===== src/rtl/soc_pkg.sv =====
// Constants, register map and carrier types for the oscillator calibration register bank.
// Assumes a 20 MHz device clock and an 8-bit register port with byte offsets.
package soc_pkg;

  localparam int unsigned CLK_PERIOD_NS  = 50;
  localparam int unsigned SETTLE_UNIT_NS = 1000;
  localparam int unsigned SETTLE_UNIT_CYC_I = (SETTLE_UNIT_NS + CLK_PERIOD_NS - 1) / CLK_PERIOD_NS;
  localparam logic [7:0]  SETTLE_UNIT_CYC = 8'(SETTLE_UNIT_CYC_I);

  localparam logic [7:0] ADDR_SYNTH_HOLD = 8'h5c;
  localparam logic [7:0] ADDR_OSC_CTRL   = 8'h5d;
  localparam logic [7:0] ADDR_OSC_STATE  = 8'h5e;
  localparam logic [7:0] ADDR_RUN_EN     = 8'h61;
  localparam logic [7:0] ADDR_CFG0       = 8'h62;

  localparam int unsigned HOLD_BIT     = 0;
  localparam int unsigned CAL_EN_BIT   = 0;
  localparam int unsigned CMPL_BIT     = 0;
  localparam int unsigned RUN_EN_BIT   = 0;
  localparam int unsigned SETTLE_LSB   = 4;
  localparam int unsigned SETTLE_MSB   = 6;
  localparam int unsigned FG_BIT       = 0;
  localparam int unsigned BG_BIT       = 1;
  localparam int unsigned FG_OS_BIT    = 2;
  localparam int unsigned BG_OS_BIT    = 3;

  localparam logic       HOLD_RST      = 1'h0;
  localparam logic [2:0] SETTLE_RST    = 3'h4;
  localparam logic       CAL_EN_RST    = 1'h0;
  localparam logic       RUN_EN_RST    = 1'h1;
  localparam logic [3:0] CFG0_RST      = 4'h1;

  localparam int unsigned TRIM_W       = 7;
  localparam logic [6:0]  TRIM_MID     = 7'h40;
  localparam logic [2:0]  TRIM_TOP_BIT = 3'h6;

  typedef struct packed {
    logic       wr;
    logic       rd;
    logic [7:0] addr;
    logic [7:0] wdata;
  } soc_reg_req_t;

  typedef struct packed {
    logic bg_offset;
    logic fg_offset;
    logic bg_cal;
    logic fg_cal;
  } soc_cal_cfg_t;

  typedef enum logic [1:0] {
    ENG_IDLE   = 2'b00,
    ENG_SETTLE = 2'b01,
    ENG_DECIDE = 2'b11,
    ENG_FINISH = 2'b10
  } soc_eng_state_t;

endpackage : soc_pkg


===== src/rtl/soc_osc_cal_engine.sv =====
// Successive-approximation search of the oscillator frequency trim.
// Assumes osc_fast is already synchronised to ref_clk; a higher trim gives a faster oscillator.
module soc_osc_cal_engine (
  input  wire logic                 ref_clk,   // device clock
  input  wire logic                 reset_n,   // async reset, active low
  input  wire logic                 start,     // one-cycle start pulse
  input  wire logic                 abort,     // synthesizer held in reset
  input  wire logic [2:0]           settle,    // settle code
  input  wire logic                 osc_fast,  // comparator: oscillator above target
  output logic [soc_pkg::TRIM_W-1:0] trim,     // current trim
  output logic                      busy,      // search running
  output logic                      done       // one-cycle completion pulse
);
  import soc_pkg::*;

  soc_eng_state_t      st_r, st_nxt;
  logic [TRIM_W-1:0]   trim_r, trim_nxt;
  logic [2:0]          bit_r, bit_nxt;
  logic [7:0]          cnt_r, cnt_nxt;
  logic                done_r, done_nxt;

  always_comb
  begin
    st_nxt   = st_r;
    trim_nxt = trim_r;
    bit_nxt  = bit_r;
    cnt_nxt  = cnt_r;
    done_nxt = 1'b0;
    case (st_r)
      ENG_IDLE:
        if (start && !abort)
        begin
          trim_nxt = TRIM_MID;
          bit_nxt  = TRIM_TOP_BIT;
          cnt_nxt  = 8'(({5'h0, settle} + 8'h1) * SETTLE_UNIT_CYC);
          st_nxt   = ENG_SETTLE;
        end
      ENG_SETTLE:
        if (cnt_r <= 8'h1)
          st_nxt = ENG_DECIDE;
        else
          cnt_nxt = cnt_r - 8'h1;
      ENG_DECIDE:
      begin
        if (osc_fast)
          trim_nxt[bit_r] = 1'b0;
        if (bit_r == 3'h0)
          st_nxt = ENG_FINISH;
        else
        begin
          trim_nxt[bit_r - 3'h1] = 1'b1;
          bit_nxt = bit_r - 3'h1;
          cnt_nxt = 8'(({5'h0, settle} + 8'h1) * SETTLE_UNIT_CYC);
          st_nxt  = ENG_SETTLE;
        end
      end
      ENG_FINISH:
      begin
        done_nxt = 1'b1;
        st_nxt   = ENG_IDLE;
      end
      default:
        st_nxt = ENG_IDLE;
    endcase
    if (abort && st_r != ENG_IDLE)
    begin
      st_nxt   = ENG_IDLE;
      done_nxt = 1'b0;
    end
  end

  always_ff @(posedge ref_clk or negedge reset_n)
  begin
    if (!reset_n)
    begin
      st_r   <= ENG_IDLE;
      trim_r <= '0;
      bit_r  <= '0;
      cnt_r  <= '0;
      done_r <= 1'b0;
    end
    else
    begin
      st_r   <= st_nxt;
      trim_r <= trim_nxt;
      bit_r  <= bit_nxt;
      cnt_r  <= cnt_nxt;
      done_r <= done_nxt;
    end
  end

  assign trim = trim_r;
  assign busy = (st_r != ENG_IDLE);
  assign done = done_r;
endmodule // soc_osc_cal_engine


===== src/rtl/soc_cal_regs.sv =====
// Synthesizer oscillator calibration and global calibration enable registers.
// Assumes a same-clock register port (one-cycle strobes) and an async comparator pin.
module soc_cal_regs (
  input  wire logic                 ref_clk,         // 20 MHz device clock
  input  wire logic                 reset_n,         // async reset, active low
  input  wire soc_pkg::soc_reg_req_t reg_req,        // register port request
  input  wire logic                 osc_fast_pin,    // async comparator, oscillator above target
  output logic [7:0]                reg_rdata,       // read data, valid cycle after rd
  output logic                      synth_hold,      // synthesizer held in reset
  output logic [soc_pkg::TRIM_W-1:0] osc_trim,       // oscillator frequency trim
  output logic                      cal_hold,        // calibration held in reset
  output logic                      div_reset,       // digital and serial-link divider reset
  output soc_pkg::soc_cal_cfg_t     cal_cfg,         // effective calibration enables
  output logic                      cal_values_rst,  // pulse: reset calibration values
  output logic                      fg_cal_start     // pulse: run foreground calibration
);
  import soc_pkg::*;

  function automatic logic hit(input soc_reg_req_t r, input logic [7:0] a);
    hit = (r.addr == a);
  endfunction

  logic        fast_s1_r, fast_s2_r;
  logic        hold_r, hold_nxt;
  logic [2:0]  settle_r, settle_nxt;
  logic        cal_en_r, cal_en_nxt;
  logic        cmpl_r, cmpl_nxt;
  logic        run_r, run_nxt;
  logic [3:0]  cfg_r, cfg_nxt;
  logic [7:0]  rdata_r, rdata_nxt;
  logic        start_r, start_nxt;
  logic        hold_o_r, cal_hold_r, div_rst_r, vrst_r, fgst_r;
  logic        vrst_nxt, fgst_nxt;
  soc_cal_cfg_t cfg_o_r, cfg_o_nxt;
  logic [TRIM_W-1:0] eng_trim;
  logic        eng_busy, eng_done;
  logic        release_wr;

  // Comparator crosses from the analog side; only the second stage is used
  always_ff @(posedge ref_clk or negedge reset_n)
  begin
    if (!reset_n)
    begin
      fast_s1_r <= 1'b0;
      fast_s2_r <= 1'b0;
    end
    else
    begin
      fast_s1_r <= osc_fast_pin;
      fast_s2_r <= fast_s1_r;
    end
  end

  soc_osc_cal_engine u_engine (
    .ref_clk  (ref_clk),
    .reset_n  (reset_n),
    .start    (start_r),
    .abort    (hold_r),
    .settle   (settle_r),
    .osc_fast (fast_s2_r),
    .trim     (eng_trim),
    .busy     (eng_busy),
    .done     (eng_done)
  );

  assign release_wr = reg_req.wr && hit(reg_req, ADDR_SYNTH_HOLD) && hold_r && !reg_req.wdata[HOLD_BIT];

  always_comb
  begin
    hold_nxt   = hold_r;
    settle_nxt = settle_r;
    cal_en_nxt = cal_en_r;
    run_nxt    = run_r;
    cfg_nxt    = cfg_r;
    rdata_nxt  = rdata_r;
    // Only defined fields are stored, so reserved bits keep reading as defaults
    if (reg_req.wr)
    begin
      if (hit(reg_req, ADDR_SYNTH_HOLD))
        hold_nxt = reg_req.wdata[HOLD_BIT];
      else if (hit(reg_req, ADDR_OSC_CTRL))
      begin
        settle_nxt = reg_req.wdata[SETTLE_MSB:SETTLE_LSB];
        cal_en_nxt = reg_req.wdata[CAL_EN_BIT];
      end
      else if (hit(reg_req, ADDR_RUN_EN))
        run_nxt = reg_req.wdata[RUN_EN_BIT];
      else if (hit(reg_req, ADDR_CFG0))
        cfg_nxt = reg_req.wdata[BG_OS_BIT:FG_BIT];
    end
    if (reg_req.rd)
    begin
      rdata_nxt = 8'h00;
      if (hit(reg_req, ADDR_SYNTH_HOLD))
        rdata_nxt[HOLD_BIT] = hold_r;
      else if (hit(reg_req, ADDR_OSC_CTRL))
      begin
        rdata_nxt[SETTLE_MSB:SETTLE_LSB] = settle_r;
        rdata_nxt[CAL_EN_BIT] = cal_en_r;
      end
      else if (hit(reg_req, ADDR_OSC_STATE))
        rdata_nxt[CMPL_BIT] = cmpl_r;
      else if (hit(reg_req, ADDR_RUN_EN))
        rdata_nxt[RUN_EN_BIT] = run_r;
      else if (hit(reg_req, ADDR_CFG0))
        rdata_nxt[BG_OS_BIT:FG_BIT] = cfg_r;
    end

    start_nxt = release_wr && cal_en_nxt;
    cmpl_nxt  = cmpl_r;
    if (hold_nxt)
      cmpl_nxt = 1'b0;
    else if ((release_wr && !cal_en_nxt) || eng_done)
      cmpl_nxt = 1'b1;

    cfg_o_nxt.fg_cal    = cfg_nxt[FG_BIT];
    cfg_o_nxt.bg_cal    = cfg_nxt[BG_BIT];
    cfg_o_nxt.fg_offset = cfg_nxt[FG_OS_BIT] && cfg_nxt[FG_BIT];
    cfg_o_nxt.bg_offset = cfg_nxt[BG_OS_BIT] && cfg_nxt[BG_BIT];
    // Values are cleared on every run release; the foreground pass only when asked
    vrst_nxt = run_nxt && !run_r;
    fgst_nxt = run_nxt && !run_r && cfg_nxt[FG_BIT];
  end

  always_ff @(posedge ref_clk or negedge reset_n)
  begin
    if (!reset_n)
    begin
      hold_r     <= HOLD_RST;
      settle_r   <= SETTLE_RST;
      cal_en_r   <= CAL_EN_RST;
      cmpl_r     <= 1'b0;
      run_r      <= RUN_EN_RST;
      cfg_r      <= CFG0_RST;
      rdata_r    <= 8'h00;
      start_r    <= 1'b0;
      hold_o_r   <= HOLD_RST;
      cal_hold_r <= !RUN_EN_RST;
      div_rst_r  <= !RUN_EN_RST;
      cfg_o_r    <= soc_cal_cfg_t'(CFG0_RST);
      vrst_r     <= 1'b0;
      fgst_r     <= 1'b0;
    end
    else
    begin
      hold_r     <= hold_nxt;
      settle_r   <= settle_nxt;
      cal_en_r   <= cal_en_nxt;
      cmpl_r     <= cmpl_nxt;
      run_r      <= run_nxt;
      cfg_r      <= cfg_nxt;
      rdata_r    <= rdata_nxt;
      start_r    <= start_nxt;
      hold_o_r   <= hold_nxt;
      cal_hold_r <= !run_nxt;
      div_rst_r  <= !run_nxt;
      cfg_o_r    <= cfg_o_nxt;
      vrst_r     <= vrst_nxt;
      fgst_r     <= fgst_nxt;
    end
  end

  assign reg_rdata        = rdata_r;
  assign synth_hold       = hold_o_r;
  assign osc_trim         = eng_trim;
  assign cal_hold         = cal_hold_r;
  assign div_reset        = div_rst_r;
  assign cal_cfg          = cfg_o_r;
  assign cal_values_rst   = vrst_r;
  assign fg_cal_start     = fgst_r;
endmodule // soc_cal_regs


===== config.mk =====
export PLATFORM = sky130hd
export DESIGN_NAME = soc_cal_regs
export DESIGN_NICKNAME = d
export VERILOG_FILES = /design/src/rtl/soc_pkg.sv /design/src/rtl/soc_osc_cal_engine.sv /design/src/rtl/soc_cal_regs.sv
export SDC_FILE = /design/constraint.sdc
export NUM_CORES = 1
export LEC_CHECK = 0
export CORE_ASPECT_RATIO = 0.9
export CORE_MARGIN = 5
export CORE_UTILIZATION = 60
export CTS_CLUSTER_SIZE = 14
export DETAILED_ROUTE_END_ITERATION = 8
export DONT_BUFFER_PORTS = 1
export PLACE_DENSITY = 0.76
export SYNTH_ARGS = -nofsm -noshare
export SYNTH_HDL_FRONTEND = slang
export SYNTH_SLANG_ARGS = --single-unit
export TNS_END_PERCENT = 100

===== constraint.sdc =====
create_clock -name ref_clk -period 2.85 [get_ports ref_clk]
set_input_delay 0.1425 -clock ref_clk [delete_from_list [all_inputs] [get_ports ref_clk]]
set_output_delay 0.1425 -clock ref_clk [all_outputs]
set_load 0.1 [all_outputs]

==> results of run 1 <==
==> registers in the layout, summed over array words and instances (netlist names), 2 cells and up <==
register and count:
u_engine.cnt_r 8, cfg_r 4, cal_cfg 2, reg_rdata 7, u_engine.st_r 2, u_engine.trim 7
u_engine.bit_r 3, settle_r 3
==> kinds of logic (layout without fill, tap and decap cells) <==
group | after synthesis | in the layout | synth area share [%]
adder cells (fa/ha/maj) | 9 | 9 | 4.819
XOR/XNOR | 3 | 3 | 1.054
AO/OA/AOI/OAI | 57 | 57 | 16.57
flip-flops | 47 | 47 | 47.34
buffers and inverters | 32 | 48 | 5.873
multiplexers | 13 | 13 | 5.723
AND/OR/NAND/NOR | 80 | 80 | 18.47
other | 1 | 1 | 0.1505
==> final cells by class <==
| cell class | instances | share of cell area, % |
|---|---|---|
| clock buffers | 5 | 2.477 |
| well taps | 48 | 2.162 |
| flip-flops and latches | 47 | 42.52 |
| multi-input cells | 163 | 41.98 |
| repair buffers | 21 | 7.477 |
| inverters | 19 | 2.568 |
| clock inverters | 3 | 0.8108 |
==> critical path, cell delays in order, from the launching register on <==
cell     delay, ns
dfrtp_1       0.43
ha_1          0.34
ha_1          0.29
ha_1          0.21
fa_1          0.37
xnor2_1       0.18
a32oi_1       0.07
o22a_1        0.21
==> timing repair <==
item / CTS / global route
hold buffers: 13 / 0
hold endpoints to repair: 66 / 0
resized for setup: 0 / 0
==> per-stage QoR <==
stage	area (µm²)	setup WS, ns	utilization [%]	hold slack, ns	total power [mW]
after floorplan	2492	0.7799	-	-0.1531	0.7766
after global placement	2539	0.6896	62.74	-0.1522	0.7795
after detailed placement	2539	0.6525	62.74	-0.1523	0.7815
after CTS	2778	0.6429	68.65	0.002305	1.227
after global routing	2778	0.5515	68.65	0.01718	1.263
final	2778	0.6522	68.65	0.008875	1.213
==> cells in the final DEF (no fill, tap or decap), types with 5 or more instances in the layout <==
master / n
and3b_1: 5
clkbuf_8: 5
o211ai_1: 7
a21oi_1: 6
o21ai_0: 13
nor2_1: 13
dfrtp_1: 43
mux2_2: 10
nor2b_1: 5
nand2_1: 18
inv_1: 19
ha_1: 8
dlygate4sd3_1: 12
o22ai_1: 5
buf_4: 8
nand3_1: 6
==> worst max path at each step <==
stage / startpoint / endpoint / depth (start not counted)
after CTS: settle_r[0] / u_engine.cnt_r[7] / 7
after global placement: settle_r[0] / u_engine.cnt_r[7] / 7
final: settle_r[0] / u_engine.cnt_r[7] / 7
after detailed placement: settle_r[0] / u_engine.cnt_r[7] / 7
after global routing: settle_r[0] / u_engine.cnt_r[7] / 7
after floorplan: settle_r[0] / u_engine.cnt_r[7] / 7
==> power by group <==
part / internal, mW / switching (mW)
clock: 0.178 / 0.234
combinational: 0.0359 / 0.0476
sequential: 0.678 / 0.0390
==> layer usage <==
layer	wire length [µm]	global-route usage (%)	vias up
li1	-	-	900
met5	0	0	-
met4	47	5.441	0
met3	307	5.344	6
met1	2178	25.55	890
met2	2403	30.03	45
==> impl_metrics.toml, run 1 <==
[yosys]
synth_common_cells = "dfrtp_1 (44), inv_1 (19), nand2_1 (18)"
ys_seq_area_share_pct = 47.34
synthesis.area_um2 = 2492
ys.flop_type = "dfrtp_1"
synth_top_area_share_pct = 44.18
ys_async_sr_fraction_pct = 100.0
avgSynthCellArea_um2 = 10.30
synthCells = 242
yosys.cell_types.count = 56
yosysMostFrequentCell = "dfrtp_1"
ys_seq_elements = 47
synth_edf_count = 0
yosysWarnings = 0
synth.area.top_cells = "dfrtp_1 (44%), mux2_2 (4.5%), ha_1 (4.0%)"
synth_top_area_cell = "dfrtp_1"
syn-num-nets = 272

[timing]
slew_headroom_pct = 35.96
slew_viol_final = 0
rsz0062_at_grt = "no"
hold_violations = 0
worst_pin_slew_ns = 0.9606
finalClockSkew_ns = 0.008122
fin_crit_sh_pct = 77.12
period_needed_ns = 2.198
setup_violations = 0
max_freq_mhz = 455.0
tns_ns = 0

[power_and_ir_drop]
p_leak_nw = 1.280
powerDensity_nw_per_um2 = 436.6
vdd_drop_max_v = 0.0004732

[clocking]
clock_path_buffers = 2
cts_setup_buffers = 0
clockRootBuffer = "clkbuf_8"
clkTransAtPathRegs_ns = 0.09
clk_latency_ns = 0.30
cts_tree = "built"
clock-sinks = 47
cts_buffers = 5
htree_levels = 2

[route]
drtIter0Drc = 93
ant_nets = 0
vias_per_cell = 6.016
drc_errors = 0
avgRoutedWirePerCell_um = 16.13
dr.pass1.iters = 5
routed_wl_um = 4937
vias = 1841

[hold_path]
hp-class = "primary input to flip-flop"
hp-start = "reg_req[8]"
hold_depth = 2
hold_path_end = "reg_rdata[5]"

[critical_path]
r2r_slack_ns = 0.65
critPathMaxFanout = 5
r2r_end = "u_engine.cnt_r[7]"
worst-setup-path-type = "flip-flop to flip-flop"
rr_worst_depth = 7
r2r-start = "settle_r[0]"
end_kind = "flip-flop"
arrival_ns = 2.40
required_ns = 3.05
startpoint_type = "flip-flop"

[global_route]
grt_first_pass_wirelength_um = 8597
grt_overflow = 0
grt_max_degree = 48
grt_pass1_vias = 1822
antenna_found_initial = 0
grt_usage_pct = 18.95

[floorplan]
ios = 45
rows = 22
initial_core_util_pct = 61.60
fp.dieH_um = 71.15
die_w_um = 77.94
die_area_um2 = 5545
core_um2 = 4046

[place]
place.gp.congestion = 0.9157
io_buffers = 0
placed_cells = 285
place_hpwl_um = 3401

[finish]
drive_gt1_share_pct = 13.95
area_growth_pct = 11.45
layout.cells.non_filler = 306
n_antenna_cell = 0
final_nets = 287
multi_input_area_um2 = 1166
fill_cells = 299
seqCellArea_um2 = 1181

[outcome]
status = "complete, no violations"

[flow_run]
max_cap_viol_count = 0
No activity file was read; power rests on OpenSTA's default activity.
==> run 2, diff against run 1 <==
CORE_UTILIZATION = 57   (was 60)
PLACE_DENSITY = 0.75   (was 0.76)
clock period = 1.9 ns   (was 2.85 ns; I/O delays follow)
==> impl_metrics.toml, run 2 (same netlist as run 1, synthesis figures left out) <==
[clocking]
htree_levels = 2
clock_path_buffers = 2
clockRootBuffer = "clkbuf_8"
clkTransAtPathRegs_ns = 0.09
cts_tree = "built"
clock-sinks = 47
cts_buffers = 5
clk_latency_ns = 0.29

[global_route]
grt_overflow = 0
grt_max_degree = 48
antenna_found_initial = 0
grt_usage_pct = 19.71
grt_first_pass_wirelength_um = 9108
grt_pass1_vias = 1933

[timing]
period_needed_ns = 2.022
setup_violations = 2
worst_pin_slew_ns = 0.5496
finalClockSkew_ns = 0.009588
fin_crit_sh_pct = 106.4
slew_headroom_pct = 63.66
max_freq_mhz = 494.5
hold_violations = 0
slew_viol_final = 0
rsz0062_at_grt = "yes"
tns_ns = -0.1881
setup_slack_ns = -0.1221

[critical_path]
critPathSlowestCell = "dfrtp_1"
worst-setup-path-type = "flip-flop to flip-flop"
r2r_slack_ns = -0.12
path_common_cell = "ha_4"
arrival_ns = 2.21
critPathMaxFanout = 3
crit_path_end = "u_engine.cnt_r[7]"
r2r_end = "u_engine.cnt_r[7]"
startpoint_type = "flip-flop"
path_cells = "ha_4 > xor2_2 > ha_2 > ha_4 > fa_2 > xnor2_1 > a32oi_1 > o22a_1"
r2r-start = "settle_r[1]"
end_kind = "flip-flop"
cpPeakStageDelay_ns = 0.45
required_ns = 2.09
rr_worst_depth = 8
critPathLaunch = "settle_r[1]"

[flow_run]
max_cap_viol_count = 0

[floorplan]
rows = 22
ios = 45
core_um2 = 4156
die_w_um = 79.70
fp.dieH_um = 72.73
initial_core_util_pct = 59.96
die_area_um2 = 5797

[route]
ant_nets = 0
vias = 1994
vias_per_cell = 5.730
routed_wl_um = 5569
drtIter0Drc = 63
drc_errors = 0
dr.pass1.iters = 4
avgRoutedWirePerCell_um = 16.00

[finish]
layout_common_cells = "dfrtp_1 (42), buf_4 (35), inv_1 (19)"
final_common_cell = "dfrtp_1"
final_area_um2 = 3077
largest_register_ffs = 8
largest-register = "u_engine.cnt_r"
n_antenna_cell = 0
area_growth_pct = 23.44
final_nets = 317
drive_gt1_share_pct = 24.65

[place]
io_buffers = 0
place.gp.congestion = 0.8511
place_hpwl_um = 3727
place_area_um2 = 2755

[outcome]
violations = "negative setup slack"
status = "complete, but fails checks"

[power_and_ir_drop]
p_leak_nw = 1.420
powerDensity_nw_per_um2 = 594.7
vdd_drop_max_v = 0.0006582

[hold_path]
hp-start = "reg_req[16]"
hp-class = "primary input to flip-flop"
-- run 2: changes by cell type in the layout (fill, tap and decap cells not counted), sizes merged --
cell and change:
clkinvlp +1, inv -2, dlygate4sd3 +2, clkbuf +1, buf +28
-- run 2: timing repair --
action / CTS / global route
gates resized for setup: 0 / 7
pin swaps: 2 / 2
hold endpoints to repair: 68 / 0
setup buffers: 1 / 1
setup endpoints to repair: 2 / 2
hold buffers: 15 / 0
-- run 2: worst min-delay path by stage --
stage | end | cells after the start | slack [ns]
final | reg_rdata[2] | 2 | 0.03
after global routing | reg_rdata[3] | 2 | 0.05
after CTS | reg_rdata[2] | 2 | 0.01
after detailed placement | cfg_r[2] | 0 | -0.20
after global placement | cfg_r[2] | 0 | -0.20
after floorplan | cal_cfg[2] | 0 | -0.20
-- run 2: cell type report --
type | count | area [µm²]
clock buffer | 6 | 72.57
timing repair buffer | 51 | 441.7
tap | 60 | 75.07
sequential | 47 | 1182
clock inverter | 2 | 12.51
multi-input combinational | 163 | 1221
fill | 265 | 1080
inverter | 19 | 71.32
-- run 2: where the power goes --
| part | switching [mW] | total, mW | internal (mW) |
|---|---|---|---|
| Sequential | 0.0126 | 1.03 | 1.02 |
| Clock | 0.323 | 0.580 | 0.257 |
| Combinational | 0.133 | 0.219 | 0.0856 |
| Total | 0.469 | 1.83 | 1.36 |
-- run 2: critical path, delay by kind of cell (launching register included) --
family                     cells  cell delay (ns)
xor gates and xnor gates       2             0.32
AOI/OAI and AO/OA              2             0.28
adders and majority gates      4             0.87
DFF                            1             0.45
-- run 2: per-layer routing --
layer	wire [µm]	global-route usage, %
met2	2717	31.60
met5	0	0
met3	240	4.321
met4	44	3.817
met1	2566	27.73
-- run 2: metrics by stage --
stage	hold slack, ns	instances	setup WS, ns	utilization [%]	power (mW)
after floorplan	-0.2006	242	-0.07398	-	1.166
after global placement	-0.1998	323	-0.1196	66.29	1.191
after detailed placement	-0.1998	323	-0.1827	66.29	1.193
after CTS	0.01291	347	-0.1686	72.55	1.830
after global routing	0.05348	348	-0.1520	74.02	1.909
final	0.03153	348	-0.1221	74.02	1.830
==> run 3, diff against run 2 <==
clock period = 1.8 ns   (was 1.9 ns; I/O delays follow)
==> impl_metrics.toml, run 3 (same netlist as run 1, synthesis figures left out) <==
[outcome]
status = "complete, but fails checks"
violations = "negative setup slack"

[finish]
final_nets = 316
largest-register = "u_engine.cnt_r"
fill_cells = 269
drive_gt1_share_pct = 26.83
final_common_cell = "dfrtp_1"
area_growth_pct = 25.60
n_antenna_cell = 0
largest_register_ffs = 8
layout_common_cells = "dfrtp_1 (42), buf_4 (34), inv_1 (18), nand2_1 (18), dlygate4sd3_1 (14)"

[timing]
finalClockSkew_ns = 0.005067
slew_headroom_pct = 63.65
worst_pin_slew_ns = 0.5497
slew_viol_final = 0
timing.hold.ws_ns = 0.01885
max_freq_mhz = 496.2
tns_ns = -0.3550
hold_violations = 0
period_needed_ns = 2.015
fin_crit_sh_pct = 112.0
rsz0062_at_grt = "yes"
setup_slack_ns = -0.2152
setup_violations = 2

[global_route]
grt_max_degree = 48
grt_usage_pct = 21.33
grt_first_pass_wirelength_um = 9708
grt_pass1_vias = 2012
antenna_found_initial = 0
grt_overflow = 0

[route]
dr.pass1.iters = 4
drtIter0Drc = 107
drc_errors = 0
vias_per_cell = 5.873
vias = 2038
avgRoutedWirePerCell_um = 16.54
ant_nets = 0
routed_wl_um = 5740

[floorplan]
die_area_um2 = 5797
rows = 22
fp.dieH_um = 72.73
ios = 45
initial_core_util_pct = 59.96
die_w_um = 79.70
core_um2 = 4156

[clocking]
clk_latency_ns = 0.30
clkTransAtPathRegs_ns = 0.09
htree_levels = 2
cts_tree = "built"
clock_path_buffers = 2
clock-sinks = 47
cts_buffers = 5
clockRootBuffer = "clkbuf_8"

[power_and_ir_drop]
p_total_mw = 2.118
vdd_drop_max_v = 0.0005278
p_leak_nw = 1.443
powerDensity_nw_per_um2 = 676.5

[critical_path]
path_cells = "ha_4 > xor2_4 > ha_2 > ha_4 > fa_2 > xnor2_2 > a32oi_1 > o22a_1"
critPathSlowestCell = "dfrtp_1"
startpoint_type = "flip-flop"
end_kind = "flip-flop"
arrival_ns = 2.21
path_delay_family = "adder cells"
cp_num_buf_inv = 0
worst-setup-path-type = "flip-flop to flip-flop"
cpPeakStageDelay_ns = 0.44
critPathMaxFanout = 3
required_ns = 2.00
path_common_cell = "ha_4"

[place]
place.gp.congestion = 0.9151
io_buffers = 0
place_hpwl_um = 3738

[hold_path]
hp-class = "primary input to flip-flop"

[flow_run]
max_cap_viol_count = 0
run 3: through the flow:
stage | cells | worst slack, ns | instance area, µm² | utilization (%)
CTS | 346 | -0.1933 | 3092 | 74.38
detailed placement | 322 | -0.2681 | 2748 | 66.10
finish | 347 | -0.2152 | 3131 | 75.32
floorplan | 242 | -0.1740 | 2499 | -
global route | 347 | -0.2854 | 3131 | 75.32
global placement | 322 | -0.1994 | 2748 | 66.10
run 3: area by class of cell:
type,count,area (µm²),share of cell area [%]
inverter,19,71.32,2.278
clock inverter,2,35.03,1.119
multi-input combinational,163,1250,39.93
tap,60,75.07,2.398
timing repair buffer,50,434.2,13.87
sequential,47,1182,37.77
clock buffer,6,82.58,2.638
run 3: worst reg2reg max path, delay by kind of cell (launching register included):
family,cells,cell delay [ns]
AO/OA/AOI/OAI,2,0.28
XOR/XNOR,2,0.29
adder cells (fa/ha/maj),4,0.90
flip-flops,1,0.44
run 3: path summary, 6_finish.rpt:
path                             startpoint                end  slack, ns  cells past startpoint
worst max-delay path            settle_r[1]  u_engine.cnt_r[7]      -0.22                      8
worst min-delay path            reg_req[16]       reg_rdata[2]       0.02                      2
worst max register to register  settle_r[1]  u_engine.cnt_r[7]      -0.22                      8
worst min register to register    fast_s1_r          fast_s2_r       0.37                      0
max in group asynchronous           reset_n           cfg_r[0]       1.25                      2
min in group asynchronous           reset_n      u_engine.done       0.29                      2
run 3: power by group:
group	switching (mW)	internal, mW	total (mW)	leakage [nW]
registers	0.0140	1.07	1.09	0.627
logic	0.140	0.0897	0.230	0.754
clock network	0.350	0.449	0.800	0.0612
run 3: metal layers:
metal | vias to the layer above | GRT usage, % | wire length [µm]
li1 | 966 | - | -
met1 | 996 | 30.06 | 2539
met2 | 66 | 33.46 | 2773
met3 | 10 | 4.321 | 347
met4 | 0 | 6.107 | 80
met5 | - | 0 | 0
run 3: what timing repair did:
| action | 4_1_cts | 5_1_grt |
|---|---|---|
| endpoints found under the setup margin | 2 | 9 |
| pin swaps | 5 | 3 |
| resized for setup | 8 | 7 |
| hold endpoints to repair | 69 | 0 |
| hold buffers | 15 | 0 |
| buffers inserted | 1 | 1 |
